### src/hdl/pie_pkg.sv
/*
 * Shared constants of the overflow interrupt enable bank: coprocessor
 * selectors, enable bit positions and the feature report layout.
 * Assumes the core presents coprocessor register accesses already
 * qualified for coprocessor 15 with opcode1 equal to zero.
 */
package pie_pkg;

    // coprocessor selector fields of the bank
    localparam logic [3:0] PIE_CRN_MON        = 4'h9;
    localparam logic [3:0] PIE_CRM_INTEN      = 4'hE;
    localparam logic [2:0] PIE_OPC2_SET       = 3'h1;
    localparam logic [2:0] PIE_OPC2_CLR       = 3'h2;
    localparam logic [3:0] PIE_CRM_FEATURE    = 4'hF;
    localparam logic [2:0] PIE_OPC2_FEATURE   = 3'h0;

    // enable bit positions in both views
    localparam int         PIE_CYC_BIT        = 31;
    localparam int         PIE_EV0_BIT        = 0;
    localparam int         PIE_EV1_BIT        = 1;
    localparam int         PIE_NUM_EVENT      = 2;

    // reset value of every enable
    localparam logic       PIE_EN_RESET       = 1'b0;
    localparam logic [31:0] PIE_DATA_ZERO     = 32'h0000_0000;

    // feature report field positions
    localparam int         PIE_FR_N_LSB       = 0;
    localparam int         PIE_FR_RAO_LSB     = 8;
    localparam int         PIE_FR_SIZE_LSB    = 11;
    localparam int         PIE_FR_CYCLE_BIT   = 14;
    localparam int         PIE_FR_PRESC_BIT   = 15;
    localparam int         PIE_FR_EXPORT_BIT  = 16;
    localparam int         PIE_FR_USER_BIT    = 19;

    // feature report field values
    localparam logic [4:0] PIE_FR_N_VAL       = 5'h02;
    localparam logic [2:0] PIE_FR_RAO_VAL     = 3'h7;
    localparam logic [1:0] PIE_FR_SIZE_VAL    = 2'h3;
    localparam logic       PIE_FR_FLAG_VAL    = 1'b1;

    // access kinds seen by the decoder
    typedef enum logic [1:0] {
        PIE_SEL_NONE,
        PIE_SEL_SET,
        PIE_SEL_CLR,
        PIE_SEL_FEATURE
    } pie_sel_t;

endpackage

### src/hdl/pie_enable_cell.sv
/*
 * One overflow interrupt enable bit with set-only and clear-only writes.
 * Assumes at most one of set and clear is asserted in a cycle; if both
 * come, set wins.
 */
`timescale 1ns/1ps

module pie_enable_cell
(
    input  wire logic sys_clk_in,
    input  wire logic rst_n_in,
    input  wire logic set_in,
    input  wire logic clr_in,
    output logic      en_out
);

    logic en_r;
    logic en_nxt;

    // set only turns on, clear only turns off
    always_comb
    begin
        en_nxt = en_r;
        if (clr_in)
        begin
            en_nxt = 1'b0;    // see (RL5)
        end
        if (set_in)
        begin
            en_nxt = 1'b1;    // see (RL2)
        end
    end

    // enable state
    always_ff @(posedge sys_clk_in or negedge rst_n_in)
    begin
        if (!rst_n_in)
        begin
            en_r <= pie_pkg::PIE_EN_RESET;
        end
        else
        begin
            en_r <= en_nxt;
        end
    end

    assign en_out = en_r;

endmodule

### src/hdl/pie_top.sv
/*
 * Overflow interrupt enable bank of the performance monitor: the
 * enable-set view, the enable-clear view, the feature report and the
 * monitor interrupt output.
 * Assumes a coprocessor access port synchronous to sys_clk_in, one
 * access per request pulse, and overflow flags held as levels by the
 * counter logic outside this block.
 * Security state is not an input: both views serve both states.
 * Refused and unmapped accesses are answered with an undefined pulse
 * and zero read data; the feature report is readable in any mode.
 */
// Notes on behaviour
// (RL1) reading the set view gives enables: bit 31 cycle, bits 1 and 0 events
// (RL2) a one written through the set view turns that enable on; zero leaves it
// (RL3) the set view never clears; only the clear view turns enables off
// (RL4) reading the clear view gives the same enable state, bit 31 for cycles
// (RL5) a one written through the clear view disables that enable; zero does nothing
// (RL6) clear view bits 1 and 0 clear event counter one and zero enables
// (RL7) set view bits 1 and 0 enable event counter one and zero interrupts
// (RL8) an enabled counter overflow raises the monitor interrupt output
// (RL9) both views accept privileged accesses only, shared by both security states
// (RL10) feature report low five bits show two event counters
// (RL11) feature report size field reads three, meaning 32-bit counters
// (RL12) feature report bits 15 and 14 read one: prescale and cycle counter
// (RL13) feature report bits 19 and 16 read one: user enable and event export
// (RL14) unused enable bits read zero; feature report is constant and ignores writes
`timescale 1ns/1ps

module pie_top
#(
    parameter int NUM_EVENT = pie_pkg::PIE_NUM_EVENT
)
(
    input  wire logic                 sys_clk_in,
    input  wire logic                 arst_n_in,
    input  wire logic                 cp_req_in,
    input  wire logic                 cp_write_in,
    input  wire logic                 cp_priv_in,
    input  wire logic [3:0]           cp_crn_in,
    input  wire logic [3:0]           cp_crm_in,
    input  wire logic [2:0]           cp_opc2_in,
    input  wire logic [31:0]          cp_wdata_in,
    input  wire logic                 ovf_cycle_in,
    input  wire logic [NUM_EVENT-1:0] ovf_event_in,
    output logic                      cp_ack_out,
    output logic                      cp_undef_out,
    output logic [31:0]               cp_rdata_out,
    output logic                      monitor_interrupt_out
);

    // ------------------------------------------------------------
    // reset release
    // ------------------------------------------------------------

    logic rst_meta_r;
    logic rst_n_r;

    // two-stage release of the asynchronous reset; entry stays
    // asynchronous so the bank clears even with the clock stopped
    always_ff @(posedge sys_clk_in or negedge arst_n_in)
    begin
        if (!arst_n_in)
        begin
            rst_meta_r <= 1'b0;
            rst_n_r    <= 1'b0;
        end
        else
        begin
            rst_meta_r <= 1'b1;
            rst_n_r    <= rst_meta_r;
        end
    end

    // ------------------------------------------------------------
    // access decode
    // ------------------------------------------------------------

    pie_pkg::pie_sel_t sel;
    logic              sel_is_inten;
    logic              access_ok;
    logic              do_set;
    logic              do_clr;
    logic              sel_is_feature;
    logic              wr_ok;

    // map the coprocessor selector onto one of the three registers;
    // every other selector stays unmapped and is refused later
    always_comb
    begin
        sel = pie_pkg::PIE_SEL_NONE;
        if (cp_crn_in == pie_pkg::PIE_CRN_MON)
        begin
            if (cp_crm_in == pie_pkg::PIE_CRM_INTEN && cp_opc2_in == pie_pkg::PIE_OPC2_SET)
            begin
                sel = pie_pkg::PIE_SEL_SET;
            end
            else if (cp_crm_in == pie_pkg::PIE_CRM_INTEN && cp_opc2_in == pie_pkg::PIE_OPC2_CLR)
            begin
                sel = pie_pkg::PIE_SEL_CLR;
            end
            else if (cp_crm_in == pie_pkg::PIE_CRM_FEATURE && cp_opc2_in == pie_pkg::PIE_OPC2_FEATURE)
            begin
                sel = pie_pkg::PIE_SEL_FEATURE;
            end
        end
    end

    // privilege check; security state is not looked at, so one
    // copy of the enables serves both states
    always_comb
    begin
        sel_is_inten   = (sel == pie_pkg::PIE_SEL_SET) || (sel == pie_pkg::PIE_SEL_CLR);
        sel_is_feature = (sel == pie_pkg::PIE_SEL_FEATURE);
        access_ok      = 1'b0;
        if (sel_is_inten)
        begin
            access_ok = cp_priv_in;    // see (RL9)
        end
        else if (sel_is_feature)
        begin
            access_ok = 1'b1;          // no privilege needed here
        end
    end

    // write strobes into the enable cells; a refused write must
    // never reach a cell
    always_comb
    begin
        wr_ok  = cp_req_in && cp_write_in && access_ok;
        do_set = wr_ok && (sel == pie_pkg::PIE_SEL_SET);
        do_clr = wr_ok && (sel == pie_pkg::PIE_SEL_CLR);
    end

    // ------------------------------------------------------------
    // enable cells: entries 0..NUM_EVENT-1 are events, last is cycles
    // ------------------------------------------------------------

    logic [NUM_EVENT:0] en;
    logic [NUM_EVENT:0] ovf;
    logic [NUM_EVENT:0] hit;
    logic [31:0]        en_word;

    genvar gi;
    generate
        for (gi = 0; gi <= NUM_EVENT; gi = gi + 1)
        begin : g_en
            localparam int BIT = (gi == NUM_EVENT) ? pie_pkg::PIE_CYC_BIT : gi;
            logic cell_set;
            logic cell_clr;

            // a one in the bit's own position acts; zeros leave it,
            // and the set strobe has no path to turning a cell off
            assign cell_set = do_set && cp_wdata_in[BIT];    // see (RL2) (RL7)
            assign cell_clr = do_clr && cp_wdata_in[BIT];    // see (RL3) (RL5) (RL6)

            pie_enable_cell u_cell
            (
                .sys_clk_in (sys_clk_in),
                .rst_n_in   (rst_n_r),
                .set_in     (cell_set),
                .clr_in     (cell_clr),
                .en_out     (en[gi])
            );

            // route this entry's overflow flag; the last entry is the cycle counter
            if (gi == NUM_EVENT)
            begin : g_cyc
                assign ovf[gi] = ovf_cycle_in;
            end
            else
            begin : g_evt
                assign ovf[gi] = ovf_event_in[gi];
            end

            // this entry asks for the interrupt
            assign hit[gi] = en[gi] && ovf[gi];    // see (RL8)
        end
    endgenerate

    // enable state as seen through either view; the unused
    // middle bits stay zero whatever was written
    always_comb
    begin
        en_word = pie_pkg::PIE_DATA_ZERO;                         // see (RL14)
        for (int i = 0; i < NUM_EVENT; i++)
        begin
            en_word[i] = en[i];                                   // see (RL1) (RL4)
        end
        en_word[pie_pkg::PIE_CYC_BIT] = en[NUM_EVENT];            // see (RL1) (RL4)
    end

    // ------------------------------------------------------------
    // feature report, a constant word
    // ------------------------------------------------------------

    logic [31:0] feature_word;

    // build the report from its fields; reserved bits fixed
    // nothing can write it, so a write is simply acknowledged
    always_comb
    begin
        feature_word = pie_pkg::PIE_DATA_ZERO;
        feature_word[pie_pkg::PIE_FR_N_LSB +: 5]    = pie_pkg::PIE_FR_N_VAL;      // see (RL10)
        feature_word[pie_pkg::PIE_FR_RAO_LSB +: 3]  = pie_pkg::PIE_FR_RAO_VAL;    // see (RL14)
        feature_word[pie_pkg::PIE_FR_SIZE_LSB +: 2] = pie_pkg::PIE_FR_SIZE_VAL;   // see (RL11)
        feature_word[pie_pkg::PIE_FR_CYCLE_BIT]     = pie_pkg::PIE_FR_FLAG_VAL;   // see (RL12)
        feature_word[pie_pkg::PIE_FR_PRESC_BIT]     = pie_pkg::PIE_FR_FLAG_VAL;   // see (RL12)
        feature_word[pie_pkg::PIE_FR_EXPORT_BIT]    = pie_pkg::PIE_FR_FLAG_VAL;   // see (RL13)
        feature_word[pie_pkg::PIE_FR_USER_BIT]      = pie_pkg::PIE_FR_FLAG_VAL;   // see (RL13)
    end

    // ------------------------------------------------------------
    // access answer
    // ------------------------------------------------------------

    logic        ack_r;
    logic        ack_nxt;
    logic        undef_r;
    logic        undef_nxt;
    logic [31:0] rdata_r;
    logic [31:0] rdata_nxt;
    logic [31:0] read_word;

    // word that a read of the selected register would return
    always_comb
    begin
        unique case (sel)
            pie_pkg::PIE_SEL_SET:     read_word = en_word;         // see (RL1)
            pie_pkg::PIE_SEL_CLR:     read_word = en_word;         // see (RL4)
            pie_pkg::PIE_SEL_FEATURE: read_word = feature_word;
            pie_pkg::PIE_SEL_NONE:    read_word = pie_pkg::PIE_DATA_ZERO;
        endcase
    end

    // answer every request one cycle later; refused ones read zero
    // so nothing leaks to a mode that may not look
    always_comb
    begin
        ack_nxt   = 1'b0;
        undef_nxt = 1'b0;
        rdata_nxt = pie_pkg::PIE_DATA_ZERO;
        if (cp_req_in)
        begin
            ack_nxt = 1'b1;
            if (!access_ok)
            begin
                undef_nxt = 1'b1;    // see (RL9)
            end
            else if (!cp_write_in)
            begin
                rdata_nxt = read_word;
            end
        end
    end

    // answer registers
    always_ff @(posedge sys_clk_in or negedge rst_n_r)
    begin
        if (!rst_n_r)
        begin
            ack_r   <= 1'b0;
            undef_r <= 1'b0;
            rdata_r <= pie_pkg::PIE_DATA_ZERO;
        end
        else
        begin
            ack_r   <= ack_nxt;
            undef_r <= undef_nxt;
            rdata_r <= rdata_nxt;
        end
    end

    // ------------------------------------------------------------
    // monitor interrupt
    // ------------------------------------------------------------

    logic irq_r;
    logic irq_nxt;

    // any entry whose enable and overflow are both on raises the
    // request; it is a level and drops one clock after either goes
    always_comb
    begin
        irq_nxt = |hit;    // see (RL8)
    end

    // interrupt register
    always_ff @(posedge sys_clk_in or negedge rst_n_r)
    begin
        if (!rst_n_r)
        begin
            irq_r <= 1'b0;
        end
        else
        begin
            irq_r <= irq_nxt;
        end
    end

    // ------------------------------------------------------------
    // outputs, all from flip-flops
    // ------------------------------------------------------------

    assign cp_ack_out            = ack_r;
    assign cp_undef_out          = undef_r;
    assign cp_rdata_out          = rdata_r;
    assign monitor_interrupt_out = irq_r;

endmodule

### config.mk
export PLATFORM = sky130hd
export DESIGN_NAME = pie_top
export DESIGN_NICKNAME = d
export VERILOG_FILES = /design/src/hdl/pie_pkg.sv /design/src/hdl/pie_enable_cell.sv /design/src/hdl/pie_top.sv
export SDC_FILE = /design/constraint.sdc
export NUM_CORES = 1
export LEC_CHECK = 0
export BUFFER_PORTS_ARGS = -buffer_cell sky130_fd_sc_hd__buf_2
export CAP_MARGIN = 20
export CORE_ASPECT_RATIO = 1.4
export CORE_MARGIN = 2
export CORE_UTILIZATION = 25
export CTS_CLUSTER_DIAMETER = 150
export DETAILED_ROUTE_END_ITERATION = 10
export HOLD_SLACK_MARGIN = 0.08
export SYNTH_ARGS = -nofsm -noshare
export SYNTH_HDL_FRONTEND = slang
export SYNTH_SLANG_ARGS = --single-unit
### constraint.sdc
create_clock -name sys_clk_in -period 0.8 [get_ports sys_clk_in]
set_input_delay 0.12 -clock sys_clk_in [delete_from_list [all_inputs] [get_ports sys_clk_in]]
set_output_delay 0.12 -clock sys_clk_in [all_outputs]
set_load 0.03 [all_outputs]
==> out/summary.md <==
The run gives 0.257 as the starting utilization of the core area. The detailed router finished its first iteration with 14 violations. The root buffer cell was sky130_fd_sc_hd__clkbuf_8. For the initial antenna violation count, the log shows 0. Counting instances, the worst hold path has a depth of 3.

Number of hold violations in the final report: 0. The most frequent cell after synthesis was sky130_fd_sc_hd__buf_4. The number of violations of the max-capacitance limit is 0.

The total routing usage reported by global routing was 0.0912. The net count of the finished layout is 174. After detailed routing, the average wire length per cell comes to 9.84 µm. The number of enable flip-flop cells after synthesis was 0; the I/O pin count was 86. Synthesis inferred 12 register bits. For this design the ratio of total power to cell area is 1300 mW/mm². The multi-input combinational cell area was 410 µm². Ranked by total cell area, the synthesized netlist is headed by sky130_fd_sc_hd__dfrtp_1 38%, sky130_fd_sc_hd__buf_4 27%, sky130_fd_sc_hd__o31a_1 3.3%.

Adding up every negative setup slack in the final design gives -6300 ps. The checks that failed: negative setup slack. The number of antenna diodes in the final layout is 0.

The first global-routing pass estimated 2460 µm of wire. The clock arrives with 1.31 ps of skew. For the count of endpoints failing setup in the final report, the log shows 24.

The logs give 1610 ps for the data arrival time of the critical path and 0 for the residual antenna-violating net count after detailed routing. H-tree level count: 1. Buffers placed on the I/O ports in this run total 36.

Among all flip-flop cells after synthesis, the most frequent one is sky130_fd_sc_hd__dfrtp_1. Setup repair after global routing could not meet its margin everywhere. The worst setup path is captured at a flip-flop. The routed layout has 635 vias. The logs give 0 for the residual DRC count and 3 for the number of buffers created by CTS.

The worst hold path belongs to the class in2reg. Maximum fanout encountered on the critical timing path: 3. The worst setup path is launched from an input pin. The area enclosed by the die boundary is 0.00362 mm², and the area taken by flip-flops and latches is 302 µm².

The run gives 11 as the pin count of the biggest net entering global routing. The sequential share of the synthesized area came out at 0.381. After technology mapping, the gate count stands at 76.

After clock tree synthesis, the clock-pin slew on the worst setup and hold paths is 50 ps. For the worst voltage drop across the vdd grid, the log shows 0.000500 V. Routability-driven placement finished with a final weighted congestion of 0.720. The clock sink count is 12, and the fraction of final layout cells sized beyond drive strength 1 is 0.529.

The slack of the critical path was -639 ps; the standard cell core area was 0.00306 mm². Wires add up to 1580 µm. The final period demand of the worst path was 1440 ps; the deepest clock path buffer count was 2. The commonest cells after synthesis are 28 x sky130_fd_sc_hd__buf_4, 12 x sky130_fd_sc_hd__dfrtp_1, 3 x sky130_fd_sc_hd__a21o_1, 3 x sky130_fd_sc_hd__nand4_1, 3 x sky130_fd_sc_hd__o31a_1.

The run gives 0 as the final max-slew violation count. The async set or reset register ratio after synthesis is 1.00. For the static leakage, the log shows 0.642 nW.

Based on the critical path, the design can be clocked at up to 695 MHz. In this run the horizontal extent of the chip is 51.5 µm. In this run the core area contains 24 standard-cell rows. Final critical-path share of the clock period: 1.80. Compared with the post-synthesis result, the final layout area differs by 55.4%. The leftover overflow at the end of global routing was 0. The type of the worst setup path is in2reg. TritonCTS built the clock tree. The logs give -918 ps for the minimum setup slack after placement and 1260 µm for the half-perimeter wire length of the detailed placement result. In this run, distinct cell masters in the synthesized netlist total 26. The number of vias per cell after detailed routing is 3.97, and the proportion of netlist area held by the largest area contributor is 0.381. The synthesized design spends more area on one cell type than any other, namely sky130_fd_sc_hd__dfrtp_1. Overall die height: 70.4 µm. The flow ran to the end, but the final reports show violations.

The tools report the mapped cell area as 788 µm². The number of cells on the worst reg-to-reg path is 2. Counting the fill cells in the layout gives 311.

For the worst setup path, the data required time is 970 ps. For this run, the detailed router's first-pass iteration total came to 4. The later-pin clock latency in the skew report was 230 ps; the number of global-route vias before repair was 603. The synthesized area per cell is 10.4 µm², and the synthesis warning total is 0.
-- repair_timing --
action / in CTS / in global routing
buffers inserted: 1 / 2
setup endpoints to repair: 24 / 24
pin swaps: 2 / 6
gates resized for setup: 24 / 17
endpoints found under the hold margin: 2 / 0
hold buffers: 1 / 0
-- through the flow --
step	cells	hold WS, ps	instance area [µm²]	total power [mW]	utilization
3_5_place_dp	152	-92.0	992	0.936	0.324
5_1_grt	160	100	1220	1.67	0.400
3_3_place_gp	152	-92.8	992	0.929	0.324
4_1_cts	158	93.9	1150	1.60	0.374
6_report	160	95.9	1220	1.60	0.400
2_1_floorplan	95	-176	928	0.893	-
-- critical path, stage by stage --
cell and delay [ps]:
sky130_fd_sc_hd__buf_6 90, sky130_fd_sc_hd__and4bb_2 310, sky130_fd_sc_hd__nand4_4 80, sky130_fd_sc_hd__or3_4 350
sky130_fd_sc_hd__ha_4 240, sky130_fd_sc_hd__nor4_4 250, sky130_fd_sc_hd__and2_1 160
-- registers in the layout, summed over array words and instances, names as in the netlist --
| register | flops |
|---|---|
| cp_ack_out | 1 |
| cp_rdata_out | 4 |
| cp_undef_out | 1 |
| g_en.u_cell.en_out | 3 |
| monitor_interrupt_out | 1 |
| rst_meta_r | 1 |
| rst_n_r | 1 |
-- power breakdown --
| part | switching, mW | total (mW) | internal (mW) | leakage (nW) |
|---|---|---|---|---|
| registers | 0.0115 | 0.630 | 0.618 | 0.157 |
| clock network | 0.205 | 0.638 | 0.433 | 0.0288 |
| logic | 0.219 | 0.328 | 0.109 | 0.457 |
| total | 0.435 | 1.60 | 1.16 | 0.642 |
-- path summary, 6_finish.rpt --
path	startpoint	end	slack [ps]
hold / removal	ovf_event_in[1]	monitor_interrupt_out$_DFF_PN0_	100
min in group asynchronous	rst_n_r$_DFF_PN0_	monitor_interrupt_out$_DFF_PN0_	150
hold reg to reg	rst_n_r$_DFF_PN0_	monitor_interrupt_out$_DFF_PN0_	150
setup / recovery	cp_opc2_in[2]	cp_rdata_out[31]$_DFF_PN0_	-640
setup reg to reg	g_en[2].u_cell.en_out$_DFFE_PN0P_	monitor_interrupt_out$_DFF_PN0_	-70
max in group asynchronous	rst_n_r$_DFF_PN0_	cp_rdata_out[19]$_DFF_PN0_	350
-- cell families (layout without fill, tap and decap cells) --
kind of cell               after synthesis  in the layout  synth area share
AOI/OAI and AO/OA                        9              9             0.100
adders and majority gates                1              1            0.0159
DFF                                     12             12             0.381
and+or+nand+nor                         18             18             0.171
other                                    2             21           0.00953
muxes                                    1              1            0.0127
xor gates and xnor gates                 3              3            0.0333
buffers and inverters                   30             56             0.276
-- layer usage --
| metal | part of all wire | vias to the layer above | global-route usage |
|---|---|---|---|
| met5 | 0 | - | 0 |
| met4 | 0.013 | 0 | 0.0673 |
| met3 | 0.078 | 2 | 0.0235 |
| met2 | 0.60 | 33 | 0.172 |
| met1 | 0.31 | 296 | 0.0755 |
| li1 | - | 304 | - |
-- final cells by class --
type / count / share of cell area
flip-flops and latches: 12 / 0.246
clock buffers: 4 / 0.0449
multi-input cells: 53 / 0.335
inverters: 2 / 0.00613
repair buffers: 50 / 0.328
well taps: 39 / 0.0398
-- cell usage in the layout (no fill, tap or decap), types with 2 or more instances in the layout --
master / Yosys / final
sky130_fd_sc_hd__xnor2_1: 2 / 2
sky130_fd_sc_hd__a21o_1: 3 / 3
sky130_fd_sc_hd__buf_2: 0 / 19
sky130_fd_sc_hd__dfrtp_1: 12 / 11
sky130_fd_sc_hd__clkbuf_8: 0 / 4
sky130_fd_sc_hd__o31a_1: 3 / 3
sky130_fd_sc_hd__inv_1: 2 / 2
sky130_fd_sc_hd__nor3b_1: 2 / 2
sky130_fd_sc_hd__and2_1: 2 / 2
sky130_fd_sc_hd__conb_1: 2 / 21
sky130_fd_sc_hd__buf_6: 0 / 19
sky130_fd_sc_hd__nand4_1: 3 / 3
sky130_fd_sc_hd__buf_4: 28 / 11
Note: power is estimated with default switching activity, not from simulation.
